<file path="src/eprom_pkg.sv">
/*
 eprom_pkg: shared constants for the one-time-programmable word array
 access block. assumes a 20 MHz cpu clock.
*/
package eprom_pkg;
	localparam int          CLK_HZ         = 20_000_000;
	localparam int          PTR_W          = 6;
	localparam logic [5:0]  PTR_MAX        = 6'h3f;
	localparam int          WORD_W         = 16;
	localparam int          ADDR_W         = 3;
	// register map, byte-per-index
	localparam logic [2:0]  ADR_CTRL       = 3'h0;
	localparam logic [2:0]  ADR_PTR        = 3'h1;
	localparam logic [2:0]  ADR_DH         = 3'h2;
	localparam logic [2:0]  ADR_DL         = 3'h3;
	localparam logic [2:0]  ADR_STAT       = 3'h4;
	localparam logic [2:0]  ADR_MASK       = 3'h5;
	localparam logic [2:0]  ADR_LVP        = 3'h6;
	// control bit positions
	localparam int          B_RD           = 0;
	localparam int          B_WR           = 1;
	localparam int          B_VPP          = 2;
	// status bit positions
	localparam int          S_DONE         = 0;
	localparam int          S_REJ          = 1;
	// low-voltage programming bit positions
	localparam int          L_ACT          = 0;
	localparam int          L_EXT          = 1;
	// timing
	localparam int          RD_TIME_NS     = 200;
	localparam int          WR_TIME_US     = 100;
	localparam int          P15_TIME_MS    = 65;
	localparam int          RD_CYC         =
		(RD_TIME_NS * (CLK_HZ / 1_000_000) + 999) / 1000;
	localparam int          WR_CYC         =
		WR_TIME_US * (CLK_HZ / 1_000_000);
	localparam int          P15_CYC        =
		P15_TIME_MS * (CLK_HZ / 1000);
	localparam int          CNT_W          = 21;
endpackage

</file>
<file path="src/eprom_if.sv">
/*
 eprom_if: array port between access logic and cell array.
 assumes one clock; read data valid while busy ends.
*/
`timescale 1ns/100ps
interface eprom_if;
	import eprom_pkg::*;
	logic [PTR_W-1:0]  addr;
	logic [WORD_W-1:0] wdata;
	logic              wr_en;
	logic [WORD_W-1:0] rdata;
	modport ctrl (output addr, output wdata, output wr_en, input rdata);
	modport array (input addr, input wdata, input wr_en, output rdata);
endinterface

</file>
<file path="src/eprom_word_access.sv">
/*
 eprom_word_access: register-driven read/write of the word array.
 assumes a cpu bus on the same clock: strobes one cycle, read data
 the cycle after; program supply and strap pins are asynchronous.
*/
// The plain strobed port and the placing of the registers were decided locally.
// How it works
// - a finished access clears its request bit so software can poll.
// - each finished access bumps the word pointer, stopping at 0x3f.
// - a write setting both request bits at once starts nothing.
// - after reset with high supply, port1_bit5 is undefined for 65 ms.
// - starting low-voltage programming forces global_irq_enable off.
// - on the extended variant it also forces supply_monitor off.
// - a request with word address above 0x3f is dropped.
// - a write without program supply present is dropped.
`timescale 1ns/100ps
module eprom_word_access
	import eprom_pkg::*;
#(
	parameter int      WR_CYCLES  = WR_CYC,
	parameter int      P15_CYCLES = P15_CYC,
	parameter bit      EXT_RANGE  = 1'b1
)
(
	input  wire logic              clock_in,
	input  wire logic              reset_n_in,
	input  wire logic              enable_in,
	input  wire logic [ADDR_W-1:0] addr_in,
	input  wire logic [7:0]        wdata_in,
	input  wire logic              wr_in,
	input  wire logic              rd_in,
	output logic      [7:0]        rdata_out,
	input  wire logic              program_supply_in,
	input  wire logic              port1_bit5_drive_in,
	output logic                   port1_bit5_out,
	output logic                   port1_bit5_valid_out,
	output logic                   global_irq_enable_clear_out,
	output logic                   supply_monitor_off_out,
	output logic                   irq_out
);
	typedef enum logic [2:0] {
		ST_IDLE = 3'b001,
		ST_RD   = 3'b010,
		ST_WR   = 3'b100
	} fsm_t;

	typedef struct packed {
		fsm_t              fsm;
		logic [CNT_W-1:0]  cnt;
		logic [CNT_W-1:0]  p15_cnt;
		logic              p15_valid;
		logic              p15_armed;
		logic [1:0]        vpp_sync;
		logic [1:0]        warm;
		logic              rd_req;
		logic              wr_req;
		logic [7:0]        ptr;
		logic [7:0]        dh;
		logic [7:0]        dl;
		logic [1:0]        stat;
		logic [1:0]        mask;
		logic [1:0]        lvp;
		logic              gie_clr;
		logic [7:0]        rdata;
		logic              p15_q;
	} state_t;

	state_t  st_r;
	state_t  st_nxt;
	eprom_if arr ();

	logic    vpp_ok;
	logic    ptr_ok;
	logic    done_ev;
	logic    rej_ev;

	eprom_array u_array (
		.clock_in   (clock_in),
		.reset_n_in (reset_n_in),
		.enable_in  (enable_in),
		.port       (arr)
	);

	assign vpp_ok = st_r.vpp_sync[1];
	assign ptr_ok = (st_r.ptr <= {2'b00, PTR_MAX});
	assign arr.addr  = st_r.ptr[PTR_W-1:0];
	assign arr.wdata = {st_r.dh, st_r.dl};
	assign arr.wr_en = (st_r.fsm == ST_WR) && (st_r.cnt == '0);

	always_comb
	begin
		st_nxt = st_r;
		done_ev = 1'b0;
		rej_ev = 1'b0;
		st_nxt.vpp_sync = {st_r.vpp_sync[0], program_supply_in};
		st_nxt.gie_clr = 1'b0;
		st_nxt.warm = {st_r.warm[0], 1'b1};
		// strap caught once, only after the synchroniser has filled:
		// the reset zeros in it would otherwise read as no supply
		if (!st_r.p15_armed)
		begin
			if (st_r.warm[1])
			begin
				st_nxt.p15_armed = 1'b1;
				st_nxt.p15_valid = !vpp_ok;
				st_nxt.p15_cnt = CNT_W'(P15_CYCLES);
			end
		end
		else if (!st_r.p15_valid)
		begin
			if (st_r.p15_cnt <= CNT_W'(1))
				st_nxt.p15_valid = 1'b1;
			else
				st_nxt.p15_cnt = st_r.p15_cnt - CNT_W'(1);
		end
		st_nxt.p15_q = port1_bit5_drive_in;
		unique case (st_r.fsm)
			ST_IDLE:
			begin
				if (st_r.rd_req && st_r.wr_req)
					rej_ev = 1'b1;
				else if ((st_r.rd_req || st_r.wr_req) && !ptr_ok)
					rej_ev = 1'b1;
				else if (st_r.wr_req && !vpp_ok)
					rej_ev = 1'b1;
				else if (st_r.rd_req)
				begin
					st_nxt.fsm = ST_RD;
					st_nxt.cnt = CNT_W'(RD_CYC);
				end
				else if (st_r.wr_req)
				begin
					st_nxt.fsm = ST_WR;
					st_nxt.cnt = CNT_W'(WR_CYCLES);
				end
				if (rej_ev)
				begin
					// dropped request leaves no access running
					st_nxt.rd_req = 1'b0;
					st_nxt.wr_req = 1'b0;
				end
			end
			ST_RD, ST_WR:
			begin
				if (st_r.cnt == '0)
				begin
					done_ev = 1'b1;
					st_nxt.fsm = ST_IDLE;
					if (st_r.fsm == ST_RD)
					begin
						st_nxt.rd_req = 1'b0;
						st_nxt.dh = arr.rdata[15:8];
						st_nxt.dl = arr.rdata[7:0];
					end
					else
						st_nxt.wr_req = 1'b0;
					if (st_r.ptr[PTR_W-1:0] != PTR_MAX)
						st_nxt.ptr = st_r.ptr + 8'h01;
				end
				else
					st_nxt.cnt = st_r.cnt - CNT_W'(1);
			end
			default:
				st_nxt.fsm = ST_IDLE;
		endcase
		// register writes; pointer and data frozen while busy
		if (wr_in)
		begin
			unique case (addr_in)
				ADR_CTRL:
					if (st_r.fsm == ST_IDLE)
					begin
						st_nxt.rd_req = wdata_in[B_RD];
						st_nxt.wr_req = wdata_in[B_WR];
					end
				ADR_PTR:
					if (st_r.fsm == ST_IDLE)
						st_nxt.ptr = wdata_in;
				ADR_DH:
					if (st_r.fsm == ST_IDLE)
						st_nxt.dh = wdata_in;
				ADR_DL:
					if (st_r.fsm == ST_IDLE)
						st_nxt.dl = wdata_in;
				ADR_STAT:
					st_nxt.stat = st_r.stat & ~wdata_in[1:0];
				ADR_MASK:
					st_nxt.mask = wdata_in[1:0];
				ADR_LVP:
				begin
					st_nxt.lvp = wdata_in[1:0];
					if (wdata_in[L_ACT] && !st_r.lvp[L_ACT])
						st_nxt.gie_clr = 1'b1;
				end
				default:
					st_nxt.mask = st_nxt.mask;
			endcase
		end
		// set beats clear
		if (done_ev)
			st_nxt.stat[S_DONE] = 1'b1;
		if (rej_ev)
			st_nxt.stat[S_REJ] = 1'b1;
		st_nxt.rdata = 8'h00;
		if (rd_in)
		begin
			unique case (addr_in)
				ADR_CTRL:
					st_nxt.rdata = {5'h00, vpp_ok, st_r.wr_req, st_r.rd_req};
				ADR_PTR:
					st_nxt.rdata = st_r.ptr;
				ADR_DH:
					st_nxt.rdata = st_r.dh;
				ADR_DL:
					st_nxt.rdata = st_r.dl;
				ADR_STAT:
					st_nxt.rdata = {6'h00, st_r.stat};
				ADR_MASK:
					st_nxt.rdata = {6'h00, st_r.mask};
				ADR_LVP:
					st_nxt.rdata = {6'h00, st_r.lvp};
				default:
					st_nxt.rdata = 8'h00;
			endcase
		end
	end

	always_ff @(posedge clock_in or negedge reset_n_in)
	begin
		if (!reset_n_in)
		begin
			st_r <= '0;
			st_r.fsm <= ST_IDLE;
		end
		else if (enable_in)
			st_r <= st_nxt;
	end

	assign rdata_out = st_r.rdata;
	// one-cycle pulse, not a held level; lets the cpu core drop its enable bit
	assign global_irq_enable_clear_out = st_r.gie_clr;
	// level while low-voltage programming stays active
	assign supply_monitor_off_out =
		EXT_RANGE && st_r.lvp[L_ACT];
	// undefined window modelled as forced low, flagged invalid
	assign port1_bit5_out = st_r.p15_valid & st_r.p15_q;
	assign port1_bit5_valid_out = st_r.p15_valid;
	assign irq_out = |(st_r.stat & st_r.mask);
endmodule

</file>
<file path="src/eprom_array.sv">
/*
 eprom_array: flip-flop model of the one-time-programmable words.
 assumes erased state all ones; a write can only clear bits.
*/
`timescale 1ns/100ps
module eprom_array
	import eprom_pkg::*;
(
	input  wire logic  clock_in,
	input  wire logic  reset_n_in,
	input  wire logic  enable_in,
	eprom_if.array     port
);
	typedef struct packed {
		logic [(1<<PTR_W)-1:0][WORD_W-1:0] mem;
		logic [WORD_W-1:0]                 rd;
	} array_state_t;
	array_state_t st_r;
	array_state_t st_nxt;

	always_comb
	begin
		st_nxt = st_r;
		st_nxt.rd = st_r.mem[port.addr];
		// one-time cells: programming only clears bits
		if (port.wr_en)
			st_nxt.mem[port.addr] = st_r.mem[port.addr] & port.wdata;
	end

	always_ff @(posedge clock_in or negedge reset_n_in)
	begin
		if (!reset_n_in)
			st_r <= '1;
		else if (enable_in)
			st_r <= st_nxt;
	end

	assign port.rdata = st_r.rd;
endmodule

</file>
<file path="config.mk">
export PLATFORM = sky130hd
export DESIGN_NAME = eprom_word_access
export DESIGN_NICKNAME = d
export VERILOG_FILES = /design/src/eprom_pkg.sv /design/src/eprom_if.sv /design/src/eprom_word_access.sv /design/src/eprom_array.sv
export SDC_FILE = /design/constraint.sdc
export NUM_CORES = 2
export LEC_CHECK = 0
export ABC_AREA = 1
export BUFFER_PORTS_ARGS = -buffer_cell sky130_fd_sc_hd__buf_4
export CORE_MARGIN = 1.5
export CORE_UTILIZATION = 24
export DETAILED_ROUTE_END_ITERATION = 8
export SLEW_MARGIN = 20
export SYNTH_ARGS = -nofsm -noshare
export SYNTH_HDL_FRONTEND = slang
export SYNTH_HIERARCHICAL = 1
export SYNTH_SLANG_ARGS = --single-unit
export TNS_END_PERCENT = 5
</file>
<file path="constraint.sdc">
create_clock -name clock_in -period 3.1 [get_ports clock_in]
set_clock_uncertainty 0.05 [all_clocks]
set_input_delay 0 -clock clock_in [delete_from_list [all_inputs] [get_ports clock_in]]
set_output_delay 0 -clock clock_in [all_outputs]
set_load 0.02 [all_outputs]
</file>
==> impl_results.md <==
- Clock Tree Buf Depth: 3
- GP Congestion: roughly 0.94
- Routed WL per cell: approximately 19 um
- Final number of setup-violating endpoints: 0
- Sw frac: 0.360
- Combinational share of power: 0.219
- Clk_lat worst skew: 820 ps
- Layout cells sized above 1: 0.214
- Worst EP required: 3790 ps
- Area growth from synthesis to layout: 16.5%
- Die Width: between 500 and 600 um
- Most frequent cells in the layout: nand2_1, nand3_1, dfstp_2
- Crit Path Category: reg -> reg
- Clock slew at reported path FFs: 60 ps
- Final Critical Period: 3040 ps
- CTS tree: yes
- Global-route wire length before repair: between 300,000 and 400,000 um
- Critical path data arrival time: about 3700 ps
- Register area share after synthesis: 0.482
- Status: finished clean
- Cell area after synthesis: about 61,000 sq um
- Nets: ~8,600
- Initial antenna violation count: 1
- NetSw: roughly 0.015 W
- Final hold violations: 0
- Die area: 259,000 sq um
- Crit Path Max Fanout: 31
- Commonest non-fill, non-tap cell in the layout: nand2_1
- Worst Max-Slew Pin Slew: 792 ps
- Vias per cell: roughly 4.8
- Ant diodes: 0
- # clock sinks: ~1,100
- Initial Utilization: 0.242
- Final ANT Viol Nets: 0
- FP Rows: ~190
- Synthesis-stage register bit count: about 1,100
- Critical Path Max Stage Delay: roughly 530 ps
- Routed WL: 231,000 um
- H-tree depth: 4
- Post-Syn Nets: about 8,700
- Crit-path slowest cell: dfrtp_4
- TritonCTS Buffers: about 140
- Flop pwr share: 0.390
- RSZ-0062 raised after global routing: yes
- HPWL after detailed placement: between 100,000 and 150,000 um
- Synth Instances: 8,672
- Detailed Route Iter0 Violations: between 6,000 and 7,000
- DRT Pass-1 Iters: 6
- Reg area: approximately 30,000 sq um
- Final Cycle Share: 0.981
- Post-route DRC: 0
- Number of max-cap violations: 0
- Avg Cell Area, Syn: a little over 7 sq um
- Slew headroom: 0.472
- Synth warn: 6
- Placed cells: between 10,000 and 15,000
- Die Y-Extent: ~510 um
- Fin cells: about 12,000
- Most common cell on crit path: nand2_1
- Port buffer count: 30
- Leakage: around 35 nW
- CORE AREA: between 200,000 and 300,000 sq um
- Clock power share: 0.391
- Pin count of the biggest net entering global routing: 93
- CP Capture Type: flop
- Multi-input combinational cell area: ~28,000 sq um
- Root buf cell: clkbuf_16
- Hold WC Path Type: in -> reg
- Overall Global Routing Usage: 0.175
- I/O pins: 31
- Yosys cell types: 52
- Setup crit start kind: flop
- Setup_tns: 0 ps
- Power Density: around 580 nW/um^2
- Fillers: approximately 27,000
- Grt ovf: 0
- Slew Limit Fails: 0
- Maximum VDD drop: between 500 and 600 uV
- Vias in the first global route: ~55,000
- Cells along the critical path: inv_8, buf_12, nand2_1, nand2_1, nand2_1, nand2_1, nand2_1, nand2_1, nand2_1, nand2_1, nor2_1, nand2_4, buf_4, nand3_1, nand2_1
- P_int: 0.0268 W
- Fmax: 329 MHz
- Via count: about 58,000
kinds of logic (layout without fill, tap and decap cells):
family          count (synthesis)  after routing  share of synthesized area
fa+ha+maj                       5              5                    0.00102
compound gates                176            176                     0.0168
simple gates                 6512           6512                      0.430
xor+xnor                       21             21                    0.00299
flops                        1133           1133                      0.482
buf+inv                       825            844                     0.0669
power by group through the flow:
stage                     clock (W)  combinational (W)  sequential, W
after CTS                    0.0166            0.00897         0.0163
after detailed placement          0            0.00889         0.0165
after global routing         0.0172            0.00953         0.0163
final                        0.0164            0.00916         0.0163
after floorplan                   0            0.00518         0.0155
after global placement            0            0.00891         0.0165
area by class of cell:
| class | count | share of cell area |
|---|---|---|
| Sequential cell | 1133 | 0.415 |
| Timing Repair Buffer | 377 | 0.0621 |
| Clock inverter | 41 | 0.00673 |
| Tap cell | 3366 | 0.0588 |
| Multi-Input combinational cell | 6714 | 0.389 |
| Clock buffer | 207 | 0.0566 |
| Inverter | 219 | 0.0119 |
synth_stat cells, drive strengths merged:
cell,number,share of area
o21ai,84,0.0071
nand3b,2,0.00024
nand3,1102,0.090
o211ai,5,0.00061
a21o,1,0.00012
and2,2,0.00020
and3,1,0.00010
a21oi,60,0.0056
a21boi,1,0.00012
a22oi,1,0.00012
or2,7,0.00071
o221ai,1,0.00014
clkbuf,138,0.0084
nor4,1,0.00010
ha,5,0.0010
nor2,226,0.019
xor2,15,0.0021
dfstp,1041,0.44
a31oi,1,0.00010
nor3,13,0.0021
dfrtp,92,0.037
o21a,1,0.00012
o32ai,1,0.00014
nand2,5144,0.32
xnor2,6,0.00085
nand4,14,0.0019
buf,468,0.045
o31ai,7,0.0013
inv,219,0.014
o22ai,13,0.0014
registers in the layout (all words and copies together), names as in the netlist:
| signal | cells |
|---|---|
| u_array/st_r | 1024 |
| st_r | 58 |
| arr.wdata | 16 |
| u_array/port.rdata | 16 |
| rdata_out | 8 |
| arr.addr | 6 |
| st_nxt | 2 |
| global_irq_enable_clear_out | 1 |
| port1_bit5_valid_out | 1 |
| supply_monitor_off_out | 1 |
per-stage QoR:
step / utilization / area (sq um) / worst slack [ps] / hold slack (ps) / power (W)
after floorplan: - / 61500 / 605 / -346 / 0.0207
after global placement: 0.262 / 66700 / -249 / -15.7 / 0.0254
after detailed placement: 0.262 / 66700 / -286 / -15.3 / 0.0254
after CTS: 0.282 / 71600 / 16.7 / 22.8 / 0.0419
after global routing: 0.282 / 71600 / -9.94 / 83.8 / 0.0431
final: 0.282 / 71600 / 59.7 / 53.3 / 0.0418
final timing paths:
| path | from | endpoint | slack (ps) | cells after the start |
|---|---|---|---|---|
| setup / recovery | arr.addr[0] | u_array/st_r[778] | 60 | 15 |
| hold / removal | wdata_in[0] | arr.addr[0] | 50 | 4 |
| setup reg to reg | arr.addr[0] | u_array/st_r[778] | 60 | 15 |
| hold reg to reg | u_array/st_r[49] | u_array/st_r[49] | 410 | 2 |
| max in group asynchronous | reset_n_in | u_array/st_r[320] | 2180 | 3 |
| min in group asynchronous | reset_n_in | st_r[52] | 80 | 3 |
critical path, delay by kind of cell, from the launching register on:
kind | cells | cell delay, ps
buffers and inverters | 3 | 860
and+or+nand+nor | 12 | 1480
DFF | 1 | 530
metal layers:
metal / global-route usage / part of all wire / routed length (um) / vias to the layer above
met1: 0.242 / 0.43 / 99500 / 27800
met2: 0.270 / 0.45 / 103000 / 2648
met5: 0 / 0 / 0 / -
met4: 0.0702 / 0.041 / 9360 / 0
met3: 0.0292 / 0.083 / 19200 / 524
li1: - / - / - / 26700
timing repair:
action | in CTS | in global routing
setup buffers | 0 | 1
setup endpoints to repair | 296 | 586
endpoints found under the hold margin | 515 | 0
hold buffers | 35 | 0
pin swaps | 0 | 1
gates resized for setup | 5 | 2
No activity file was read; power rests on OpenSTA's default activity.
